### config.mk
export PLATFORM = sky130hd
export DESIGN_NAME = ser_status_regs
export DESIGN_NICKNAME = d
export VERILOG_FILES = /design/src/design/ser_pkg.sv /design/src/design/ser_pulse_timer.sv /design/src/design/ser_status_regs.sv
export SDC_FILE = /design/constraint.sdc
export NUM_CORES = 1
export LEC_CHECK = 0
export CAP_MARGIN = 30
export CELL_PAD_IN_SITES_DETAIL_PLACEMENT = 0
export CELL_PAD_IN_SITES_GLOBAL_PLACEMENT = 1
export CORE_AREA = 2 2 123 125
export CTS_CLUSTER_DIAMETER = 80
export DETAILED_ROUTE_END_ITERATION = 12
export DIE_AREA = 0 0 125 127
export DONT_BUFFER_PORTS = 1
export PLACE_DENSITY = 0.82
export SETUP_SLACK_MARGIN = 0.02
export SYNTH_ARGS = -nofsm -noshare
export SYNTH_HDL_FRONTEND = slang
export SYNTH_SLANG_ARGS = --single-unit
### constraint.sdc
create_clock -name i_sys_clk -period 6.06 [get_ports i_sys_clk]
set_input_delay 0.606 -clock i_sys_clk [delete_from_list [all_inputs] [get_ports i_sys_clk]]
set_output_delay 0.606 -clock i_sys_clk [all_outputs]
set_load 0.005 [all_outputs]
### src/design/ser_pkg.sv
// ser_pkg: constants for the status and event reporting block.
// assumes a 20 MHz system clock and a command decoder that hands in one
// command at a time on a valid strobe.
package ser_pkg;
    // ****************************************
    // widths
    // ****************************************
    localparam int REG_W = 16;
    localparam int VOLT_W = 16;

    // ****************************************
    // commands presented by the decoder
    // ****************************************
    typedef enum logic [4:0] {
        SER_CMD_NONE,
        SER_CMD_RD_OPER_COND,
        SER_CMD_RD_OPER_EVENT,
        SER_CMD_WR_OPER_MASK,
        SER_CMD_RD_OPER_MASK,
        SER_CMD_RD_QUES_COND,
        SER_CMD_RD_QUES_EVENT,
        SER_CMD_WR_QUES_MASK,
        SER_CMD_RD_QUES_MASK,
        SER_CMD_PRESET,
        SER_CMD_WR_STAGED,
        SER_CMD_RD_STAGED,
        SER_CMD_TRIGGER,
        SER_CMD_WR_NEG_CEIL,
        SER_CMD_RD_NEG_CEIL,
        SER_CMD_WR_POS_CEIL,
        SER_CMD_RD_POS_CEIL,
        SER_CMD_BEEP
    } ser_cmd_t;

    // ****************************************
    // operation group bit positions
    // ****************************************
    localparam int OP_LIST_RUNNING = 14;
    localparam int OP_LIST_DONE = 12;
    localparam int OP_SAMPLE_DONE = 11;
    localparam int OP_CURRENT_REGULATING = 10;
    localparam int OP_TRANSIENT_DONE = 9;
    localparam int OP_VOLTAGE_REGULATING = 8;
    localparam int OP_TRANSIENT_ARMED = 6;
    localparam int OP_TRIGGER_WAIT = 5;
    localparam int OP_SETTLING_FLAG = 1;
    localparam logic [15:0] OP_USED_BITS = 16'h5F62;

    // ****************************************
    // questionable group bit positions
    // ****************************************
    localparam int QU_ABSORBING_ENERGY = 14;
    localparam int QU_CURRENT_ERROR = 13;
    localparam int QU_VOLTAGE_ERROR = 12;
    localparam int QU_SLAVE_ERROR = 6;
    localparam int QU_THERMAL_ERROR = 3;
    localparam int QU_CURRENT_MODE_ERROR = 1;
    localparam int QU_VOLTAGE_MODE_ERROR = 0;
    localparam logic [15:0] QU_USED_BITS = 16'h704B;
    localparam logic [15:0] QU_LATCH_BITS = 16'h3000;

    // ****************************************
    // preset and reset values
    // ****************************************
    localparam logic [15:0] OPER_MASK_PRESET = 16'h2001;
    localparam logic [15:0] QUES_MASK_PRESET = 16'h00FF;
    localparam logic [15:0] MASK_RESET = 16'h0000;
    localparam logic [15:0] ZERO16 = 16'h0000;

    // ****************************************
    // status byte summary bits and error code
    // ****************************************
    localparam int STB_OPER_BIT = 7;
    localparam int STB_QUES_BIT = 3;
    localparam logic [7:0] STB_ZERO = 8'h00;
    localparam logic [15:0] ERR_DATA_RANGE = 16'hFF22; // -222

    // ****************************************
    // beeper timing
    // ****************************************
    localparam int SYS_CLK_HZ = 20000000;
    localparam int BEEP_TIME_MS = 100;
    localparam int BEEP_CYCLES = SYS_CLK_HZ / 1000 * BEEP_TIME_MS;
endpackage : ser_pkg

### src/design/ser_pulse_timer.sv
// ser_pulse_timer: stretches a one-cycle start strobe into a fixed pulse.
// assumes a synchronous active-low reset in the same clock domain.
`timescale 1ns/10ps
module ser_pulse_timer #(
    parameter int LENGTH = 2000000
) (
    input wire logic i_sys_clk,
    input wire logic i_rst_b,
    input wire logic i_start,
    output logic o_pulse
);
    import ser_pkg::*;

    localparam int CW = $clog2(LENGTH + 1);
    logic [CW-1:0] count_ff;

    // a fresh start while running restarts the full length
    always_ff @(posedge i_sys_clk) begin
        if (!i_rst_b) begin
            count_ff <= '0;
        end else if (i_start) begin
            count_ff <= CW'(LENGTH);
        end else if (count_ff != '0) begin
            count_ff <= count_ff - CW'(1);
        end
    end

    assign o_pulse = (count_ff != '0);
endmodule : ser_pulse_timer

### src/design/ser_status_regs.sv
// ser_status_regs: operation and questionable status groups, summary bits,
// staged trigger voltage with clamping, protection limit ceilings and beeper.
// assumes the command decoder supplies one command per i_cmd_valid pulse and
// that the live condition inputs are synchronous to i_sys_clk.
`timescale 1ns/10ps
// What this block does
// - operation condition register shows live state, unlatched, 1 means active.
// - operation bits sit at 14, 12, 11, 10, 9, 8, 6, 5, 1; rest read zero.
// - status byte bit 7 is OR of enabled operation event bits.
// - operation event register is read-only and holds events until cleared.
// - reading operation event register returns it, then clears it.
// - operation mask is written by command and read back unchanged.
// - preset loads operation mask 8193 and questionable mask 255.
// - questionable event register read-only, latched, cleared on read.
// - only questionable bits 13 and 12 latch into the event register.
// - questionable bits 0 and 1 never latch, they follow live state.
// - questionable bits sit at 14, 13, 12, 6, 3, 1, 0; rest read zero.
// - questionable condition register shows live conditions, unlatched.
// - bits 1 and 0 may both be set while output settles.
// - status byte bit 3 is OR of enabled questionable event bits.
// - questionable mask is written by command and read back.
// - staged voltage applies on trigger; above model maximum posts -222.
// - staged voltage above high limit stores the limit instead.
// - staged voltage query returns the value awaiting the next trigger.
// - negative limit ceiling is held, up to 1% above rated voltage.
// - positive limit ceiling is held, up to 1% above rated, readable.
// - beep command produces one short pulse on the tone output.
module ser_status_regs #(
    parameter int BEEP_LEN = ser_pkg::BEEP_CYCLES,
    parameter logic [15:0] MODEL_MAX = 16'h0FA0,
    parameter logic [15:0] CEIL_MAX = 16'h0FCA,
    parameter logic [15:0] CEIL_RESET = 16'h0FCA
) (
    input wire logic i_sys_clk,
    input wire logic i_rst_b,
    input wire logic i_cmd_valid,
    input wire ser_pkg::ser_cmd_t i_cmd,
    input wire logic [ser_pkg::REG_W-1:0] i_cmd_data,
    input wire logic [ser_pkg::REG_W-1:0] i_high_voltage_limit,
    input wire logic i_list_running,
    input wire logic i_list_done,
    input wire logic i_sample_done,
    input wire logic i_current_regulating,
    input wire logic i_transient_done,
    input wire logic i_voltage_regulating,
    input wire logic i_transient_armed,
    input wire logic i_trigger_wait,
    input wire logic i_settling_flag,
    input wire logic i_absorbing_energy,
    input wire logic i_current_error,
    input wire logic i_voltage_error,
    input wire logic i_slave_error,
    input wire logic i_thermal_error,
    input wire logic i_current_mode_error,
    input wire logic i_voltage_mode_error,
    output logic o_rsp_valid,
    output logic [ser_pkg::REG_W-1:0] o_rsp_data,
    output logic [7:0] o_status_byte,
    output logic o_err_valid,
    output logic [ser_pkg::REG_W-1:0] o_err_code,
    output logic o_apply_valid,
    output logic [ser_pkg::VOLT_W-1:0] o_apply_voltage,
    output logic [ser_pkg::VOLT_W-1:0] o_neg_ceiling,
    output logic [ser_pkg::VOLT_W-1:0] o_pos_ceiling,
    output logic o_tone
);
    import ser_pkg::*;

    // ****************************************
    // helpers
    // ****************************************
    function automatic logic summary(input logic [15:0] ev, input logic [15:0] mask);
        summary = |(ev & mask);
    endfunction : summary

    function automatic logic is_cmd(input logic valid, input ser_cmd_t c, input ser_cmd_t want);
        is_cmd = valid && (c == want);
    endfunction : is_cmd

    // ****************************************
    // live condition words
    // ****************************************
    logic [15:0] oper_cond;
    logic [15:0] ques_cond;

    always_comb begin
        oper_cond = ZERO16;
        oper_cond[OP_LIST_RUNNING] = i_list_running;
        oper_cond[OP_LIST_DONE] = i_list_done;
        oper_cond[OP_SAMPLE_DONE] = i_sample_done;
        oper_cond[OP_CURRENT_REGULATING] = i_current_regulating;
        oper_cond[OP_TRANSIENT_DONE] = i_transient_done;
        oper_cond[OP_VOLTAGE_REGULATING] = i_voltage_regulating;
        oper_cond[OP_TRANSIENT_ARMED] = i_transient_armed;
        oper_cond[OP_TRIGGER_WAIT] = i_trigger_wait;
        oper_cond[OP_SETTLING_FLAG] = i_settling_flag;
    end

    always_comb begin
        ques_cond = ZERO16;
        ques_cond[QU_ABSORBING_ENERGY] = i_absorbing_energy;
        ques_cond[QU_CURRENT_ERROR] = i_current_error;
        ques_cond[QU_VOLTAGE_ERROR] = i_voltage_error;
        ques_cond[QU_SLAVE_ERROR] = i_slave_error;
        ques_cond[QU_THERMAL_ERROR] = i_thermal_error;
        // both mode bits may be high together while settling
        ques_cond[QU_CURRENT_MODE_ERROR] = i_current_mode_error;
        ques_cond[QU_VOLTAGE_MODE_ERROR] = i_voltage_mode_error;
    end

    // ****************************************
    // command decode
    // ****************************************
    logic rd_oper_event;
    logic rd_ques_event;
    logic do_preset;
    assign rd_oper_event = is_cmd(i_cmd_valid, i_cmd, SER_CMD_RD_OPER_EVENT);
    assign rd_ques_event = is_cmd(i_cmd_valid, i_cmd, SER_CMD_RD_QUES_EVENT);
    assign do_preset = is_cmd(i_cmd_valid, i_cmd, SER_CMD_PRESET);

    // ****************************************
    // edge detection and event latching
    // ****************************************
    logic [15:0] oper_prev_ff;
    logic [15:0] ques_prev_ff;
    logic [15:0] oper_event_ff;
    logic [15:0] ques_event_ff;
    logic [15:0] oper_rise;
    logic [15:0] ques_rise;

    assign oper_rise = oper_cond & ~oper_prev_ff;
    assign ques_rise = ques_cond & ~ques_prev_ff & QU_LATCH_BITS;

    always_ff @(posedge i_sys_clk) begin
        if (!i_rst_b) begin
            oper_prev_ff <= ZERO16;
            ques_prev_ff <= ZERO16;
        end else begin
            oper_prev_ff <= oper_cond;
            ques_prev_ff <= ques_cond;
        end
    end

    // a rise in the cycle of the clearing read is kept: set beats clear
    always_ff @(posedge i_sys_clk) begin
        if (!i_rst_b) begin
            oper_event_ff <= ZERO16;
        end else if (rd_oper_event) begin
            oper_event_ff <= oper_rise;
        end else begin
            oper_event_ff <= oper_event_ff | oper_rise;
        end
    end

    always_ff @(posedge i_sys_clk) begin
        if (!i_rst_b) begin
            ques_event_ff <= ZERO16;
        end else if (rd_ques_event) begin
            ques_event_ff <= ques_rise;
        end else begin
            ques_event_ff <= ques_event_ff | ques_rise;
        end
    end

    // ****************************************
    // enable masks
    // ****************************************
    logic [15:0] oper_mask_ff;
    logic [15:0] ques_mask_ff;

    always_ff @(posedge i_sys_clk) begin
        if (!i_rst_b) begin
            oper_mask_ff <= MASK_RESET;
        end else if (do_preset) begin
            oper_mask_ff <= OPER_MASK_PRESET;
        end else if (is_cmd(i_cmd_valid, i_cmd, SER_CMD_WR_OPER_MASK)) begin
            oper_mask_ff <= i_cmd_data;
        end
    end

    always_ff @(posedge i_sys_clk) begin
        if (!i_rst_b) begin
            ques_mask_ff <= MASK_RESET;
        end else if (do_preset) begin
            ques_mask_ff <= QUES_MASK_PRESET;
        end else if (is_cmd(i_cmd_valid, i_cmd, SER_CMD_WR_QUES_MASK)) begin
            ques_mask_ff <= i_cmd_data;
        end
    end

    // ****************************************
    // status byte
    // ****************************************
    always_ff @(posedge i_sys_clk) begin
        if (!i_rst_b) begin
            o_status_byte <= STB_ZERO;
        end else begin
            o_status_byte <= STB_ZERO;
            o_status_byte[STB_OPER_BIT] <= summary(oper_event_ff, oper_mask_ff);
            o_status_byte[STB_QUES_BIT] <= summary(ques_event_ff, ques_mask_ff);
        end
    end

    // ****************************************
    // staged trigger voltage and ceilings
    // ****************************************
    logic [15:0] staged_ff;
    logic [15:0] neg_ceil_ff;
    logic [15:0] pos_ceil_ff;
    logic wr_staged;
    logic staged_too_big;
    assign wr_staged = is_cmd(i_cmd_valid, i_cmd, SER_CMD_WR_STAGED);
    assign staged_too_big = i_cmd_data > MODEL_MAX;

    // an out-of-range value is refused and the old staged value kept
    always_ff @(posedge i_sys_clk) begin
        if (!i_rst_b) begin
            staged_ff <= ZERO16;
        end else if (wr_staged && !staged_too_big) begin
            if (i_cmd_data > i_high_voltage_limit) begin
                staged_ff <= i_high_voltage_limit;
            end else begin
                staged_ff <= i_cmd_data;
            end
        end
    end

    always_ff @(posedge i_sys_clk) begin
        if (!i_rst_b) begin
            o_err_valid <= 1'b0;
            o_err_code <= ZERO16;
        end else begin
            o_err_valid <= wr_staged && staged_too_big;
            o_err_code <= (wr_staged && staged_too_big) ? ERR_DATA_RANGE : o_err_code;
        end
    end

    always_ff @(posedge i_sys_clk) begin
        if (!i_rst_b) begin
            o_apply_valid <= 1'b0;
            o_apply_voltage <= ZERO16;
        end else begin
            o_apply_valid <= is_cmd(i_cmd_valid, i_cmd, SER_CMD_TRIGGER);
            if (is_cmd(i_cmd_valid, i_cmd, SER_CMD_TRIGGER)) begin
                o_apply_voltage <= staged_ff;
            end
        end
    end

    // ceilings reject values past rated plus one percent; saving them to
    // non-volatile memory is the host's job
    always_ff @(posedge i_sys_clk) begin
        if (!i_rst_b) begin
            neg_ceil_ff <= CEIL_RESET;
        end else if (is_cmd(i_cmd_valid, i_cmd, SER_CMD_WR_NEG_CEIL)
                     && i_cmd_data <= CEIL_MAX) begin
            neg_ceil_ff <= i_cmd_data;
        end
    end

    always_ff @(posedge i_sys_clk) begin
        if (!i_rst_b) begin
            pos_ceil_ff <= CEIL_RESET;
        end else if (is_cmd(i_cmd_valid, i_cmd, SER_CMD_WR_POS_CEIL)
                     && i_cmd_data <= CEIL_MAX) begin
            pos_ceil_ff <= i_cmd_data;
        end
    end

    assign o_neg_ceiling = neg_ceil_ff;
    assign o_pos_ceiling = pos_ceil_ff;

    // ****************************************
    // query responses
    // ****************************************
    always_ff @(posedge i_sys_clk) begin
        if (!i_rst_b) begin
            o_rsp_valid <= 1'b0;
            o_rsp_data <= ZERO16;
        end else begin
            o_rsp_valid <= 1'b0;
            if (i_cmd_valid) begin
                unique case (i_cmd)
                    SER_CMD_RD_OPER_COND: begin
                        o_rsp_valid <= 1'b1;
                        o_rsp_data <= oper_cond & OP_USED_BITS;
                    end
                    SER_CMD_RD_OPER_EVENT: begin
                        o_rsp_valid <= 1'b1;
                        o_rsp_data <= oper_event_ff;
                    end
                    SER_CMD_RD_OPER_MASK: begin
                        o_rsp_valid <= 1'b1;
                        o_rsp_data <= oper_mask_ff;
                    end
                    SER_CMD_RD_QUES_COND: begin
                        o_rsp_valid <= 1'b1;
                        o_rsp_data <= ques_cond & QU_USED_BITS;
                    end
                    SER_CMD_RD_QUES_EVENT: begin
                        o_rsp_valid <= 1'b1;
                        o_rsp_data <= ques_event_ff;
                    end
                    SER_CMD_RD_QUES_MASK: begin
                        o_rsp_valid <= 1'b1;
                        o_rsp_data <= ques_mask_ff;
                    end
                    SER_CMD_RD_STAGED: begin
                        o_rsp_valid <= 1'b1;
                        o_rsp_data <= staged_ff;
                    end
                    SER_CMD_RD_NEG_CEIL: begin
                        o_rsp_valid <= 1'b1;
                        o_rsp_data <= neg_ceil_ff;
                    end
                    SER_CMD_RD_POS_CEIL: begin
                        o_rsp_valid <= 1'b1;
                        o_rsp_data <= pos_ceil_ff;
                    end
                    default: begin
                        o_rsp_valid <= 1'b0;
                    end
                endcase
            end
        end
    end

    // ****************************************
    // beeper
    // ****************************************
    ser_pulse_timer #(
        .LENGTH(BEEP_LEN)
    ) u_beep (
        .i_sys_clk(i_sys_clk),
        .i_rst_b(i_rst_b),
        .i_start(is_cmd(i_cmd_valid, i_cmd, SER_CMD_BEEP)),
        .o_pulse(o_tone)
    );
endmodule : ser_status_regs

==> metrics.sh <==
HOLD_PATH.STARTPOINT='i_rst_b'
R2R_START='u_beep.count_ff[4]$_SDFFE_PP0P_'
POWER.DENSITY_nW_PER_UM2=350.8
POWER.LEAKAGE_uW=0.003169
FRACTION_OF_LAYOUT_CELLS_WITH_A_SIZE_SUFFIX_ABOVE_1_PCT=6.137
CTS.SINK_COUNT=161
PATH_CLASS='reg -> out'
CTS.HOLD.BUFFERS_ADDED=0
REPORT.POWER.TOTAL_uW=2753
SETUP.WORST_PATH.END_CLASS='output port'
DETAILED_ROUTE_WIRE_LENGTH_PER_CELL_MICRONS=21.55
NNETSFINAL=892
NUMCTSBUFFERS=17
UNREPAIRED_SETUP_ENDPOINTS_AFTER_GLOBAL_ROUTING='no'
NUM_ROWS=44
WORSTPATHMAXFANOUT=13
SYNTH-EDFF-COUNT=0
MAXCLOCKFREQUENCY_MHz=334.7
POST-CTS-SETUP-BUFFER-COUNT=0
CRITICAL_PATH.CELL_CHAIN='or4_4 > or4b_4 > or3_4'
SETUP_SLACK_PS=3072
FINAL_WORST_CLOCK_SKEW_PS=6.596
SYNTH_SEQUENTIAL_AREA_RATIO_PCT=44.34
WORST_HOLD_PATH_TYPE='in -> reg'
DOMINANT_COMBINATIONAL_CELL_FAMILY_BY_AREA_AFTER_SYNTHESIS='simple AND/OR/NAND/NOR gates'
SYNTHESIS.AREA_SQ_UM=7269
PLACE.DETAILED.HPWL_MICRONS=15480
WORST_PATH_LARGEST_CELL_DELAY_PS=560
FIRST_GLOBAL_VIAS=5981
YOSYS.AREA_SHARE.ADDER_PCT=3.098
YOSYSTOPAREACELL='dfxtp_1'
FINAL-SETUP-VIOL-COUNT=0
SYNTHDISTINCTLIBCELLS=53
PLACEABLE_CORE_AREA_SQ_UM=14420
CTS.ROOT.BUFFER_CELL='clkbuf_16'
FINAL_PERIOD_MINUS_WORST_SETUP_SLACK_PS=2988
YOSYS-TOP-CELLS-AREA='dfxtp_1 (44%), mux2i_1 (6.2%), nand2_1 (6.0%)'
SYNTHDOMINANTCELLAREASHARE_PCT=44.34
ANTENNA_VIOLATING_NETS_POST_ROUTE=0
CLK_TRANSITION_REPORTED_PATHS_PS=70
PATH_DELAY_FAMILY='simple AND/OR/NAND/NOR gates'
LAYOUT.FILLER_CELLS=1351
POST_CTS.RESIZED_INSTANCES=0
GP_CONGESTION=0.8509
VIAS=6250
TRITONCTS_CLOCK_TREE='done'
SYNTH-SEQ-CELLS=161
AREA.GROWTH.SYNTH_TO_FINAL_PCT=7.935
TNS_PS=0
GRT_USAGE_PCT=27.38
WORST_IR_DROP_VDD_mV=0.1869
TIMING.CRITICAL_PATH.FROM_TYPE='flop'
DETAIL_ROUTE.VIAS_PER_CELL=6.152
PORT_BUFFERS=0
HTREE_LEVELS=4
CLOCK_LATENCY_OF_THE_LATER_CLOCKED_REGISTER_IN_THE_WORST_SKEW_PAIR_PS=430
WORST-ENDPOINT-ARRIVAL_PS=2380
YOSYSWARNINGCOUNT=0
TIMING.CRITICAL_PATH.BUF_INV=0
FIRSTDRTPASSITERS=6
SYNTH_TOP_CELLS_BY_COUNT='dfxtp_1 (161), nand2_1 (116), a21oi_1 (81), nor2_1 (50), clkbuf_1 (49)'
FINAL-MAX-SLEW-VIOLATION-COUNT=0
PRE_CTS_SETUP_SLACK_PS=3080
DRT_FIRST_ITER_VIOLATIONS=605
FLOORPLAN.DIE_AREA_SQ_UM=15880
WORST_SETUP_PATH_STARTPOINT='u_beep.count_ff[4]$_SDFFE_PP0P_'
CP_DATA_REQUIRED_TIME_PS=5450
POST-ROUTE-PERIOD-UTIL_PCT=49.30
FINAL_HOLD_VIOS=0
SYNTH-MAIN-FF-CELL='dfxtp_1'
GRT_FIRST_PASS_WIRELENGTH_MICRONS=34000
DRT_DRC_VIOLATIONS_LEFT=0
WORST-SLEW-PIN-TRANSITION_PS=950.9
CLOCK_TREE.BUFFER_DEPTH=2
YOSYS-MUX-AREA-FRACTION_PCT=6.196
RELSLEWSLACK_PCT=36.46
STATUS='complete, no violations'
ASYNC_RESET_FF_SHARE_PCT=0
SYNTHXORXNORAREAFRAC_PCT=2.169
DIE_W_MICRONS=125
LEADING_CELL_TYPE_BY_NUMBER_OF_INSTANCES_AFTER_SYNTHESIS='dfxtp_1'
POSTSYNTHAREAPERCELL_SQ_UM=8.522
SYNTH-SIMPLE-AREA-SHARE_PCT=18.80
FLOORPLAN.INITIALDENSITY_PCT=50.40
CRIT_SLOWEST_CELL='or4b_4'
CAP_VIOLATIONS=0
DETAIL_ROUTE.WIRELENGTH_MICRONS=21900
GRT_MAX_DEGREE=62
HEIGHT_OF_THE_DIE_MICRONS=127
IO-PIN-COUNT=148
ANTENNA_VIOLATIONS_BEFORE_REPAIR=1
SYNTH_COMPOUND_GATE_AREA_SHARE_PCT=18.57
SYN-INSTANCE-COUNT=853
GRT_REMAINING_OVERFLOW=0
-- where the power goes --
group	internal, uW	switching [uW]	leakage (uW)	total, uW
Sequential	1140	74.5	0.00131	1210
Combinational	211	294	0.00159	505
Clock	580	457	0.000269	1040
-- placed cells by master (no fill, tap or decap), types with 17 or more instances in the layout --
master and count:
nand2_1 116, clkbuf_16 17, a21oi_1 81, ha_1 18, inv_1 31, mux2i_1 45, a22oi_1 31, o21ai_0 47
nand3_1 36, nor2_1 50, dfxtp_1 161, a31oi_1 18
-- logic make-up after synthesis --
group | Yosys count
AOI/OAI and AO/OA | 217
DFF | 161
xor gates and xnor gates | 18
other | 1
muxes | 45
adders and majority gates | 18
and+or+nand+nor | 287
buffers and inverters | 106
-- routing by layer --
layer	routed length (microns)	part of all wire, %	up-vias	track usage, %
met5	0	0	-	0
met4	425	1.9	0	9.477
met3	2038	9.3	29	7.119
met2	10300	47	274	43.16
met1	9136	42	3014	36.73
li1	-	-	2933	-
-- cell type report --
cell class / count / area (sq um) / area share (%)
antenna: 1 / 2.502 / 0.03189
tap: 184 / 230.2 / 2.934
sequential: 161 / 3223 / 41.08
clock inverter: 14 / 131.4 / 1.674
clock buffer: 18 / 439.2 / 5.597
timing repair buffer: 9 / 78.83 / 1.005
multi-input combinational: 597 / 3621 / 46.15
inverter: 32 / 120.1 / 1.531
-- flip-flops by register name, summed over array words and instances, names as in the netlist, 9 cells and up --
| name | cells |
|---|---|
| o_neg_ceiling | 16 |
| oper_mask_ff | 16 |
| u_beep.count_ff | 21 |
| o_apply_voltage | 16 |
| oper_prev_ff | 9 |
| oper_event_ff | 9 |
| ques_mask_ff | 16 |
| staged_ff | 16 |
| o_pos_ceiling | 16 |
| o_rsp_data | 16 |
-- worst paths after layout --
path,end,slack [ps],cells past startpoint
setup / recovery,o_tone,3070,3
hold / removal,o_pos_ceiling[1]$_SDFFE_PN1P_,270,1
setup reg to reg,u_beep.count_ff[7]$_SDFFE_PN0P_,3590,6
hold reg to reg,oper_event_ff[14]$_SDFF_PN0_,410,1
-- stage by stage --
stage | std cells | utilization, % | hold slack [ps] | area, sq um
floorplan | 864 | - | 398.8 | 7311
global placement | 981 | 50.24 | 409.7 | 7247
detailed placement | 982 | 50.32 | 406.9 | 7258
CTS | 1014 | 54.28 | 236.2 | 7829
global route | 1016 | 54.40 | 241.0 | 7846
finish | 1016 | 54.40 | 265.7 | 7846
-- worst register-to-register path, stage by stage, from the launching register on --
cell	delay (ps)
dfxtp_1	350
or4_4	550
or4b_4	560
or3_4	490
nand3_1	130
xor2_1	160
a21oi_1	80
(Power assumes the default switching activity.)
